## config.mk

```make
export PLATFORM = sky130hd
export DESIGN_NAME = spi_control_modes
export DESIGN_NICKNAME = d
export VERILOG_FILES = /design/src/rtl/spi_ctrl_pkg.sv /design/src/rtl/spi_control_modes.sv
export SDC_FILE = /design/constraint.sdc
export NUM_CORES = 1
export LEC_CHECK = 0
export BUFFER_PORTS_ARGS = -buffer_cell sky130_fd_sc_hd__buf_2
export CAP_MARGIN = 30
export CORE_MARGIN = 2
export CORE_UTILIZATION = 57
export CTS_CLUSTER_DIAMETER = 150
export DETAILED_ROUTE_END_ITERATION = 8
export PLACE_DENSITY_LB_ADDON = 0.12
export REMOVE_ABC_BUFFERS = 1
export SETUP_SLACK_MARGIN = 0.05
export SLEW_MARGIN = 20
export SYNTH_ARGS = -nofsm -noshare
export SYNTH_HDL_FRONTEND = slang
export SYNTH_SLANG_ARGS = --single-unit
```

## constraint.sdc

```tcl
create_clock -name clock -period 4.14 [get_ports clock]
set_input_delay 0.414 -clock clock [delete_from_list [all_inputs] [get_ports clock]]
set_output_delay 0.414 -clock clock [all_outputs]
set_load 0.01 [all_outputs]
```

## src/rtl/spi_ctrl_pkg.sv

```systemverilog
// constants, register map and state encoding of the serial port control block
// assumes a single 50 MHz system clock and a plain register port
package spi_ctrl_pkg;

   localparam int ADDR_W = 8;
   localparam int DATA_W = 32;
   localparam int CLOCK_MHZ = 50;

   // register offsets (byte addresses)
   localparam logic [7:0] OFF_CONTROL = 8'h00;
   localparam logic [7:0] OFF_TX = 8'h04;
   localparam logic [7:0] OFF_RX = 8'h08;
   localparam logic [7:0] OFF_IRQ_STATUS = 8'h0c;
   localparam logic [7:0] OFF_IRQ_CLEAR = 8'h10;
   localparam logic [7:0] OFF_IRQ_ENABLE = 8'h14;
   localparam logic [7:0] OFF_DIVIDER = 8'h18;
   localparam logic [7:0] OFF_FLAGS = 8'h1c;

   // control register fields
   localparam int B_PORT_EN = 0;
   localparam int B_MASTER = 1;
   localparam int B_CPHA = 2;
   localparam int B_CPOL = 3;
   localparam int B_WIRED_OR = 4;
   localparam int B_LSB_FIRST = 5;
   localparam int B_TRIGGER = 6;
   localparam int B_ZERO_FILL = 7;
   localparam int B_RX_OVERWRITE = 8;
   localparam int B_SLAVE_OUT_DRIVE = 9;
   localparam int B_LOOPBACK = 10;
   localparam int B_CONTINUOUS = 11;
   localparam int B_RX_FLUSH = 12;
   localparam int B_TX_FLUSH = 13;

   // interrupt status bits
   localparam int IRQ_W = 3;
   localparam int IRQ_TX_EMPTY = 0;
   localparam int IRQ_RX_FULL = 1;
   localparam int IRQ_OVERFLOW = 2;

   // flags register bits
   localparam int F_TX_VALID = 0;
   localparam int F_RX_FULL = 1;
   localparam int F_BUSY = 2;

   // reset values
   localparam logic [15:0] CONTROL_RESET = 16'h0000;
   localparam logic [7:0] DIVIDER_RESET = 8'h03;
   localparam logic [IRQ_W-1:0] IRQ_RESET = 3'h0;

   // timing: half bit periods per byte and per stall
   localparam logic [3:0] LAST_HALF = 4'hf;
   localparam logic [3:0] STALL_LAST_HALF = 4'h1;
   localparam logic [2:0] LAST_BIT = 3'h7;

   typedef enum logic [2:0] {
      ST_IDLE = 3'b001,
      ST_XFER = 3'b010,
      ST_STALL = 3'b100
   } mstate_t;

endpackage

```

## src/rtl/spi_control_modes.sv

```systemverilog
// serial peripheral port: control modes, master sequencer, slave shifter, registers
// assumes all pins are asynchronous to clock; pad wire levels resolved outside
`timescale 1ns/1ps

module spi_control_modes #(
   parameter int DIV_W = 8
) (
   // clock and reset
   input wire logic clock,
   input wire logic rst,
   // register port
   input wire logic [spi_ctrl_pkg::ADDR_W-1:0] addr,
   input wire logic [spi_ctrl_pkg::DATA_W-1:0] wdata,
   input wire logic wr,
   input wire logic rd,
   output logic [spi_ctrl_pkg::DATA_W-1:0] rdata,
   // interrupt
   output logic irq,
   // serial clock
   input wire logic sclk_i,
   output logic sclk_o,
   output logic sclk_oe,
   // slave select, active low
   input wire logic ss_n_i,
   output logic ss_n_o,
   output logic ss_n_oe,
   // master out, slave in
   input wire logic mosi_i,
   output logic mosi_o,
   output logic mosi_oe,
   // master in, slave out
   input wire logic miso_i,
   output logic miso_o,
   output logic miso_oe
);
   import spi_ctrl_pkg::*;

   if (DIV_W < 1 || DIV_W > 16) begin : div_w_check
      $error("DIV_W must lie between 1 and 16");
   end

   typedef struct packed {
      logic [15:0] ctrl;
      logic [DIV_W-1:0] div;
      logic [DIV_W-1:0] tick_cnt;
      logic [7:0] tx_hold;
      logic tx_valid;
      logic [7:0] last_tx;
      logic [7:0] rx_data;
      logic rx_full;
      logic [IRQ_W-1:0] irq_stat;
      logic [IRQ_W-1:0] irq_en;
      logic [DATA_W-1:0] rdata;
      mstate_t state;
      logic [3:0] half;
      logic [7:0] shift;
      logic [7:0] rx_shift;
      logic start_req;
      logic [2:0] s_bits;
      logic s_loaded;
      logic sclk_s1;
      logic sclk_s2;
      logic sclk_s3;
      logic ss_s1;
      logic ss_s2;
      logic mosi_s1;
      logic mosi_s2;
      logic miso_s1;
      logic miso_s2;
   } state_t;

   state_t s_reg;
   state_t s_next;

   function automatic logic out_bit(input logic [7:0] sh, input logic lsb);
      return lsb ? sh[0] : sh[7];
   endfunction

   function automatic logic [7:0] shift_out(input logic [7:0] sh, input logic lsb);
      return lsb ? {1'b0, sh[7:1]} : {sh[6:0], 1'b0};
   endfunction

   function automatic logic [7:0] shift_in(input logic [7:0] sh, input logic b, input logic lsb);
      return lsb ? {b, sh[7:1]} : {sh[6:0], b};
   endfunction

   logic en;
   logic m_en;
   logic s_en;
   logic lsb;
   logic cpol;
   logic cpha;
   logic trig;
   logic cont;
   logic have_data;
   logic [7:0] load_byte;
   logic cur_bit;
   logic ser_in;
   logic tick;
   logic load;
   logic sample;
   logic byte_done;
   logic [7:0] rx_byte;
   logic lead;
   logic trail;
   logic open_drain_m;
   logic open_drain_s;
   logic [IRQ_W-1:0] ev;

   always_comb begin
      s_next = s_reg;
      en = s_reg.ctrl[B_PORT_EN];
      m_en = en & s_reg.ctrl[B_MASTER];
      s_en = en & ~s_reg.ctrl[B_MASTER];
      lsb = s_reg.ctrl[B_LSB_FIRST];
      cpol = s_reg.ctrl[B_CPOL];
      cpha = s_reg.ctrl[B_CPHA];
      trig = s_reg.ctrl[B_TRIGGER];
      cont = s_reg.ctrl[B_CONTINUOUS];
      // flush hides held data so only fill bytes go out
      have_data = s_reg.tx_valid & ~s_reg.ctrl[B_TX_FLUSH];
      load_byte = have_data ? s_reg.tx_hold : (s_reg.ctrl[B_ZERO_FILL] ? 8'h00 : s_reg.last_tx);
      cur_bit = out_bit(s_reg.shift, lsb);
      ser_in = s_reg.ctrl[B_LOOPBACK] ? cur_bit : (m_en ? s_reg.miso_s2 : s_reg.mosi_s2);
      tick = (s_reg.tick_cnt == s_reg.div);
      load = 1'b0;
      sample = 1'b0;
      byte_done = 1'b0;
      rx_byte = s_reg.rx_shift;
      lead = (s_reg.sclk_s2 != cpol) && (s_reg.sclk_s3 == cpol);
      trail = (s_reg.sclk_s2 == cpol) && (s_reg.sclk_s3 != cpol);
      ev = '0;

      // input synchronisers
      s_next.sclk_s1 = sclk_i;
      s_next.sclk_s2 = s_reg.sclk_s1;
      s_next.sclk_s3 = s_reg.sclk_s2;
      s_next.ss_s1 = ss_n_i;
      s_next.ss_s2 = s_reg.ss_s1;
      s_next.mosi_s1 = mosi_i;
      s_next.mosi_s2 = s_reg.mosi_s1;
      s_next.miso_s1 = miso_i;
      s_next.miso_s2 = s_reg.miso_s1;

      // register writes and read side effects that precede the serial logic
      s_next.rdata = '0;
      if (wr) begin
         unique case (addr)
            OFF_CONTROL: s_next.ctrl = wdata[15:0];
            OFF_DIVIDER: s_next.div = wdata[DIV_W-1:0];
            OFF_IRQ_ENABLE: s_next.irq_en = wdata[IRQ_W-1:0];
            OFF_IRQ_CLEAR: s_next.irq_stat = s_reg.irq_stat & ~wdata[IRQ_W-1:0];
            default: ;
         endcase
      end
      if (rd) begin
         unique case (addr)
            OFF_CONTROL: s_next.rdata = {16'h0000, s_reg.ctrl};
            OFF_RX: begin
               s_next.rdata = {24'h000000, s_reg.rx_data};
               s_next.rx_full = 1'b0;
               if (m_en && !trig) begin
                  s_next.start_req = 1'b1;
               end
            end
            OFF_IRQ_STATUS: s_next.rdata = {{(DATA_W-IRQ_W){1'b0}}, s_reg.irq_stat};
            OFF_IRQ_ENABLE: s_next.rdata = {{(DATA_W-IRQ_W){1'b0}}, s_reg.irq_en};
            OFF_DIVIDER: s_next.rdata = {{(DATA_W-DIV_W){1'b0}}, s_reg.div};
            OFF_FLAGS: s_next.rdata = {29'h00000000, (s_reg.state != ST_IDLE) | s_reg.s_loaded,
               s_reg.rx_full, s_reg.tx_valid};
            default: s_next.rdata = '0;
         endcase
      end

      // master sequencer, one tick per half bit
      unique case (s_reg.state)
         ST_IDLE: begin
            s_next.tick_cnt = '0;
            s_next.half = '0;
            if (m_en && (trig ? have_data : s_reg.start_req)) begin
               load = 1'b1;
               s_next.state = ST_XFER;
            end
         end
         ST_XFER: begin
            s_next.tick_cnt = tick ? '0 : s_reg.tick_cnt + 1'b1;
            if (tick) begin
               s_next.half = s_reg.half + 4'h1;
               // data moves at bit start, sampled mid-bit, whatever the phase
               if (!s_reg.half[0]) begin
                  sample = 1'b1;
               end else if (s_reg.half == LAST_HALF) begin
                  byte_done = 1'b1;
                  s_next.half = '0;
                  if (cont && have_data) begin
                     load = 1'b1;
                  end else if (cont) begin
                     s_next.state = ST_IDLE;
                  end else begin
                     s_next.state = ST_STALL;
                  end
               end else begin
                  s_next.shift = shift_out(s_reg.shift, lsb);
               end
            end
         end
         ST_STALL: begin
            s_next.tick_cnt = tick ? '0 : s_reg.tick_cnt + 1'b1;
            if (tick) begin
               s_next.half = s_reg.half + 4'h1;
               if (s_reg.half == STALL_LAST_HALF) begin
                  s_next.half = '0;
                  s_next.state = ST_IDLE;
               end
            end
         end
      endcase

      // slave shifter on synchronised clock edges
      if (s_en && s_reg.ss_s2) begin
         s_next.s_bits = '0;
         s_next.s_loaded = 1'b0;
      end else if (s_en) begin
         if (!s_reg.s_loaded) begin
            load = 1'b1;
            s_next.s_loaded = 1'b1;
         end else begin
            if (cpha ? trail : lead) begin
               sample = 1'b1;
               s_next.s_bits = s_reg.s_bits + 3'h1;
               if (s_reg.s_bits == LAST_BIT) begin
                  byte_done = 1'b1;
                  rx_byte = shift_in(s_reg.rx_shift, ser_in, lsb);
                  s_next.s_loaded = 1'b0;
               end
            end
            if ((cpha ? lead : trail) && s_reg.s_bits != 3'h0) begin
               s_next.shift = shift_out(s_reg.shift, lsb);
            end
         end
      end

      if (sample) begin
         s_next.rx_shift = shift_in(s_reg.rx_shift, ser_in, lsb);
      end
      if (load) begin
         s_next.shift = load_byte;
         s_next.last_tx = load_byte;
         s_next.start_req = 1'b0;
         if (have_data) begin
            s_next.tx_valid = 1'b0;
            ev[IRQ_TX_EMPTY] = trig;
         end
      end
      // receive flush drops incoming bytes and their events
      if (byte_done && !s_reg.ctrl[B_RX_FLUSH]) begin
         if (!s_next.rx_full || s_reg.ctrl[B_RX_OVERWRITE]) begin
            s_next.rx_data = rx_byte;
         end
         ev[IRQ_OVERFLOW] = s_next.rx_full;
         s_next.rx_full = 1'b1;
         ev[IRQ_RX_FULL] = ~trig;
      end

      // disabled port forgets any transfer in flight
      if (!en) begin
         s_next.state = ST_IDLE;
         s_next.s_loaded = 1'b0;
         s_next.s_bits = '0;
         s_next.start_req = 1'b0;
      end
      // a write after the load keeps the newer byte valid
      if (wr && addr == OFF_TX && !s_reg.ctrl[B_TX_FLUSH]) begin
         s_next.tx_hold = wdata[7:0];
         s_next.tx_valid = 1'b1;
      end
      // events set after the clear so a coincident event is kept
      s_next.irq_stat = s_next.irq_stat | ev;
   end

   always_ff @(posedge clock or posedge rst) begin
      if (rst) begin
         s_reg <= '0;
         s_reg.ctrl <= CONTROL_RESET;
         s_reg.div <= DIV_W'(DIVIDER_RESET);
         s_reg.irq_stat <= IRQ_RESET;
         s_reg.irq_en <= IRQ_RESET;
         s_reg.state <= ST_IDLE;
         s_reg.sclk_s1 <= 1'b0;
         s_reg.ss_s1 <= 1'b1;
         s_reg.ss_s2 <= 1'b1;
      end else begin
         s_reg <= s_next;
      end
   end

   // pin drivers
   always_comb begin
      open_drain_m = s_reg.ctrl[B_WIRED_OR];
      open_drain_s = s_reg.ctrl[B_WIRED_OR] | ~s_reg.ctrl[B_SLAVE_OUT_DRIVE];
      rdata = s_reg.rdata;
      irq = |(s_reg.irq_stat & s_reg.irq_en);
      sclk_oe = m_en;
      sclk_o = m_en & (cpol ^ ((s_reg.state == ST_XFER) & (s_reg.half[0] ^ cpha)));
      ss_n_oe = m_en;
      ss_n_o = ~(m_en & (s_reg.state == ST_XFER));
      mosi_o = open_drain_m ? 1'b0 : cur_bit;
      mosi_oe = m_en & (open_drain_m ? ~cur_bit : 1'b1);
      miso_o = open_drain_s ? 1'b0 : cur_bit;
      miso_oe = s_en & ~s_reg.ss_s2 & s_reg.s_loaded & (open_drain_s ? ~cur_bit : 1'b1);
   end

   property p_disabled;
      @(posedge clock) disable iff (rst)
      !s_reg.ctrl[B_PORT_EN] |-> ss_n_o && !sclk_oe && !mosi_oe && !miso_oe;
   endproperty
   a_disabled: assert property (p_disabled) else $error("disabled port drives a pin");

   property p_idle_polarity;
      @(posedge clock) disable iff (rst)
      (m_en && s_reg.state != ST_XFER) |-> (sclk_o == s_reg.ctrl[B_CPOL]);
   endproperty
   a_idle_polarity: assert property (p_idle_polarity) else $error("idle clock level wrong");

   property p_slave_od;
      @(posedge clock) disable iff (rst)
      (s_en && !s_reg.ctrl[B_SLAVE_OUT_DRIVE]) |-> !(miso_oe && miso_o);
   endproperty
   a_slave_od: assert property (p_slave_od) else $error("slave out driven high");

   property p_wired_or;
      @(posedge clock) disable iff (rst)
      s_reg.ctrl[B_WIRED_OR] |-> !(mosi_oe && mosi_o) && !(miso_oe && miso_o);
   endproperty
   a_wired_or: assert property (p_wired_or) else $error("wired-or output driven high");

   property p_cont_hold;
      @(posedge clock) disable iff (rst)
      (m_en && s_reg.state == ST_XFER && tick && s_reg.half == LAST_HALF && cont && have_data)
         |=> (s_reg.state == ST_XFER && !ss_n_o && s_reg.half == 4'h0);
   endproperty
   a_cont_hold: assert property (p_cont_hold) else $error("select dropped between bytes");

   property p_cont_end;
      @(posedge clock) disable iff (rst)
      (m_en && s_reg.state == ST_XFER && tick && s_reg.half == LAST_HALF && cont && !have_data)
         |=> (s_reg.state == ST_IDLE && ss_n_o);
   endproperty
   a_cont_end: assert property (p_cont_end) else $error("continuous run did not stop");

   property p_stall;
      @(posedge clock) disable iff (rst)
      (m_en && s_reg.state == ST_XFER && tick && s_reg.half == LAST_HALF && !cont && s_reg.ctrl[B_PORT_EN])
         |=> (s_reg.state == ST_STALL && ss_n_o) [*2];
   endproperty
   a_stall: assert property (p_stall) else $error("no stall after single byte");

   property p_tx_start;
      @(posedge clock) disable iff (rst)
      (m_en && trig && wr && addr == OFF_TX && !s_reg.ctrl[B_TX_FLUSH] && s_reg.state == ST_IDLE
         && !(wr && addr == OFF_CONTROL)) |-> ##[1:3] (s_reg.state == ST_XFER);
   endproperty
   a_tx_start: assert property (p_tx_start) else $error("transmit write did not start");

   property p_rx_irq_mode;
      @(posedge clock) disable iff (rst)
      $rose(s_reg.irq_stat[IRQ_RX_FULL]) |-> !$past(s_reg.ctrl[B_TRIGGER]);
   endproperty
   a_rx_irq_mode: assert property (p_rx_irq_mode) else $error("receive event in transmit mode");

   property p_discard;
      @(posedge clock) disable iff (rst)
      (byte_done && !s_reg.ctrl[B_RX_FLUSH] && s_reg.rx_full && !s_reg.ctrl[B_RX_OVERWRITE]
         && !(rd && addr == OFF_RX) && !(wr && addr == OFF_CONTROL)) |=> (s_reg.rx_data == $past(s_reg.rx_data));
   endproperty
   a_discard: assert property (p_discard) else $error("overflow byte not discarded");

   property p_zero_fill;
      @(posedge clock) disable iff (rst)
      (load && !have_data && s_reg.ctrl[B_ZERO_FILL]) |=> (s_reg.shift == 8'h00);
   endproperty
   a_zero_fill: assert property (p_zero_fill) else $error("fill byte not zero");

endmodule

```

* After elaboration in Yosys (flattened, before gate mapping)
Index checks and enable logic that the tools add are counted.
** Word-level totals
- Register bits after elaboration :: 133
- Input port bits :: 48
- Output and inout bits :: 41
- Logic and storage cells :: 207
** Operators by class
- Add/subtract/negate cells :: 3
- Eq/ne operators :: 34
- Multiplexer cells :: 88
- Bitwise logic cells :: 25
- Reduce and logical (&&, ||, !) cells :: 30
** Operators by type and width (number)
- two-way mux 8 bit :: 17
- one-hot mux 16 bit (6 select lines) :: 1
- two-way mux 1 bit :: 47
- == test 8 x 5 -> 1 bit (second input constant) :: 4
- two-way mux 15 bit :: 2
- two-way mux 3 bit :: 7
- two-way mux 7 bit :: 3
- inequality test 3 bit (second input constant) :: 7
- one-hot mux 7 bit (3 select lines) :: 1
- == test 8 x 4 -> 1 bit (second input constant) :: 2
- two-way mux 16 bit :: 1
- one-hot mux 8 bit (2 select lines) :: 1
- inequality test 3 x 1 -> 1 bit (second input constant) :: 5
- two-way mux 4 bit :: 3
- AND reduction 2 bit :: 6
- bitwise AND 1 bit :: 10
- logical AND 1 bit :: 10
- two-way mux 9 bit :: 1
- adder 8 x 1 -> 8 bit (second input constant) :: 1
- == test 8 x 3 -> 1 bit (second input constant) :: 1
- == test 8 bit :: 1
- logical NOT 8 bit :: 1
- NOT 1 bit :: 7
- AND reduction 7 bit :: 1
- other kinds (27) :: 40

* Longest topological paths before layout
- Word-level depth :: 13
- Gate-level depth with buffers :: 8
- Depth with buffers taken out :: 7

* Least setup slack after synthesis
Ideal clock, no wire load.
- Path kind :: register to register
- From :: register s_reg (netlist bit cpha)
- To :: register s_reg[76] (netlist name)
- Arrival time :: 1.986 ns
- Required time :: 4.015 ns
- Path slack :: 2.029 ns
- Cell stages (with the launch flop) :: 7
- Period minus slack after synthesis :: 2.111 ns
- Cells stage by stage :: dfrtp_1 > xnor2_1 > mux2_4 > and3_4 > buf_6 > o221ai_4 > mux2_2
** On the way
- Longest elaborated chain between the ends :: 7
** Ends and longest elaborated chain
- start: declaration :: RTL line spi_control_modes.sv:72 : state_t s_reg;
- start signal: assignment :: RTL line spi_control_modes.sv:293 : s_reg <= s_next;
- two-way mux 1 bit * :: RTL line spi_control_modes.sv:228 : if (cpha ? trail : lead) begin
- two-way mux 1 bit :: RTL line spi_control_modes.sv:228
- two-way mux 1 bit :: RTL line spi_control_modes.sv:224 : if (!s_reg.s_loaded) begin
- two-way mux 1 bit :: RTL line spi_control_modes.sv:223 : end else if (s_en) begin
- two-way mux 1 bit :: RTL line spi_control_modes.sv:220 : if (s_en && s_reg.ss_s2) begin
- logical AND 1 bit :: RTL line spi_control_modes.sv:256 : if (byte_done && !s_reg.ctrl[B_RX_FLUSH]) begin
- AND reduction 2 bit (no source line)
Mark *: on every way between the ends. The rest lies on a longest branch, timed or not.
A chain may end at the register's enable or synchronous reset.

* Final worst setup path
- From :: register s_reg (netlist bit lsb)
- To :: output miso_o
** On the way
- Longest elaborated chain between the ends :: 2
** Ends and longest elaborated chain
- two-way mux 1 bit :: RTL line spi_control_modes.sv:76 : return lsb ? sh[0] : sh[7];
- two-way mux 1 bit :: RTL line spi_control_modes.sv:309 : miso_o = open_drain_s ? 1'b0 : cur_bit;
- end: declaration :: RTL line spi_control_modes.sv:33 : output logic miso_o,
No other way between the ends.

==> summary.md <==
| Metric | Value |
|---|---|
| Outcome | finished, final reports clean |
| Area Overhead vs Synth | 15.5% |
| Worst setup SP type | flip-flop |
| Number of synthesized flops with an enable pin | 0 |
| GP Congestion | approximately 0.92 |
| First-pass GRT wire length | between 20000 and 25000 um |
| Initial antenna violation count | 0 |
| Vias in the first global route | 4325 |
| Port Buffers | 56 |
| Hold buffers post-CTS | 4 |
| Storage cell area | slightly below 3000 sq um |
| Worst-path clk slew | approximately 50 ps |
| Setup Skew | 7.64 ps |
| Clock tree from TritonCTS | built |
| CP Capture Point | miso_o |
| Initial core utilization | around three fifths |
| CTS sink cnt | 117 |
| HPWL after DPL | between 9000 and 10000 um |
| Share of cells above drive strength 1 | a little under 30% |
| # resized after CTS | 0 |
| Commonest non-fill, non-tap cells in the layout | 112 x dfrtp_1, 67 x mux2_2, 56 x buf_2, 27 x nor2_1, 26 x a21oi_1 |
| Avg Cell Area, Syn | about 11 sq um |
| Max reg flops | 90 |
| Commonest non-fill, non-tap cell in the layout | dfrtp_1 |
| Slew at the pin closest to its max-slew limit | between 800 and 900 ps |
| Fraction of registers with async set/reset | between 90% and 100% |
| Largest net degree at the start of global routing | 77 |
| Total CTS buffers | 17 |
| CP arrival | 2350 ps |
| I/O pin count | 89 |
| Sequential share of the synthesized area | 49.4% |
| Iteration-0 DRC Markers | between 200 and 300 |
| Slew HR | a little over two fifths |
| FILL cells | about 800 |
| Clock Latency Late Sink | between 500 and 600 ps |
| Dominant synthesized flop cell | dfrtp_1 |
| Antenna Nets Post-Route | 0 |
| Crit path cell chain | mux2_2 > nor2b_1 > and2_1 > buf_2 |
| Final Hold Fails | 0 |
| Design Power | 0.00319 W |
| Post-layout minimum cycle time | around 2800 ps |
| Max_cap viols | 0 |
| Pre-CTS setup slack | 1720 ps |
| Worst setup margin | between 1000 and 1500 ps |
| VDD IR max | roughly 0.42 mV |
| Synthesized flop and latch total | around 120 |
| Multi-input logic area | ~2700 sq um |
| CTS root buffer | clkbuf_8 |
| FP Rows | 37 |
| RSZ-0062 raised after global routing | no |
| Fin Hold WS | roughly 110 ps |
| Grt ovf | 0 |
| Die height | around 110 um |
| Hold depth | 2 |
| DRC Markers | 0 |
| DR vias/cell | approximately 6.1 |
| Final setup TNS | 0 ps |
| Total wire length | 14200 um |
| Kind of critical path | flip-flop to output pin |
| Worst path depth | 4 |
| Achievable clock frequency | 362 MHz |
| Worst min path class | input pin to flip-flop |
| Final core utilization | between 60 and 70% |
| Reg2reg start | en |
| Buf/Inv on CP | 1 |
| Tot GR Track Use | between 20% and 30% |
| DR pass1 iterations | 5 |
| Setup violators final | 0 |
| H-Tree Depth | 4 |
| CP Max Fanout | 27 |
| Ant diodes | 0 |
| Routed len/inst | between 15 and 20 um |
| Critical path endpoint category | output pin |
| YS warnings | 0 |
| Power density over the cells | ~470 nW/um^2 |
| Top Family by Delay on Critical Path | flip-flops |
| Slowest CP cell | dfrtp_1 |
| Crit. Startpoint | lsb |
| R2R depth | 6 |
| Die area | about 11000 sq um |
| Netlist cell types | between 60 and 70 |
| Post-CTS Setup Bufs | 0 |
| Required time worst endpoint | 3730 ps |
| Synth Cell Area | about 5900 sq um |
| Final net count | about 630 |
| Final Cycle Share | between 60 and 70% |
| DR vias | between 4000 and 5000 |
| R2R Path End | s_reg[29] |
| R2r setup slk | 1690 ps |
| Max Slew Vio Count | 0 |
| CP max stage delay | 910 ps |
| Die Width | ~110 um |
| Leak | ~3.3 nW |
| Max Root-Sink Buffers | 2 |
| CORE AREA | a little over 10000 sq um |
| Mapped Cells | roughly 530 |
==> area by class of cell <==
| cell class | count | share of cell area (%) |
|---|---|---|
| flip-flops and latches | 117 | 42.8 |
| multi-input cells | 360 | 38.9 |
| clock buffers | 21 | 6.40 |
| repair buffers | 67 | 5.76 |
| clock inverters | 9 | 2.94 |
| well taps | 136 | 2.48 |
| inverters | 14 | 0.802 |
==> stage by stage <==
step	cells	area [sq um]
floorplan	491	5650
global route	724	6860
detailed placement	688	6140
global placement	687	6140
CTS	722	6830
finish	724	6860
==> cells by family after synthesis <==
group	synth area share (%)
AOI/OAI and AO/OA	12.8
and+or+nand+nor	13.7
buffers and inverters	6.68
adders and majority gates	1.26
DFF	49.4
xor gates and xnor gates	2.51
muxes	13.6
other	0.0631
==> how the worst min path moves through the flow <==
stage          startpoint         end
2_1_floorplan   s_next[7]   s_next[6]
6_report        wdata[14]  s_reg[131]
3_3_place_gp    s_next[7]   s_next[6]
5_1_grt         wdata[14]  s_reg[131]
3_5_place_dp    s_next[2]    s_reg[2]
4_1_cts         wdata[10]  s_reg[127]
==> layer usage <==
metal / wire [um] / track usage [%] / up-vias
met4: 340 / 11.9 / 0
met3: 783 / 5.15 / 33
met5: 0 / 0 / -
met1: 6080 / 34.9 / 2191
met2: 7030 / 42.9 / 171
li1: - / - / 2002
==> cell usage after synthesis, types with 7 or more instances <==
library cell,number,area share (%)
xnor2_1,13,1.9
a21oi_1,26,2.2
nand4_1,8,0.84
a221oi_1,7,1.0
inv_1,14,0.88
and3_1,13,1.4
buf_4,33,4.2
nand3_1,9,0.76
nor2_1,27,1.7
o21ai_0,10,0.84
nor2b_1,12,1.3
dfrtp_1,112,47
nand2_1,24,1.5
clkbuf_1,14,0.88
a222oi_1,7,1.2
mux2_2,67,13
nor3b_1,9,1.1
nor3_1,12,1.0
o22ai_1,9,0.95
==> power breakdown <==
group          switching (W)  total [W]  internal [W]  leakage, nW
clock               0.000498    0.00160       0.00111        0.308
sequential         0.0000644    0.00129       0.00122         1.57
combinational       0.000171   0.000302      0.000131         1.38
==> worst reg2reg max path: cells and delay by family (launching register included) <==
kind                   cells  cell delay, ps
and+or+nand+nor            2             690
AOI/OAI and AO/OA          3             970
buffers and inverters      1             190
DFF                        1             500
Note: power is estimated with default switching activity, not from simulation.
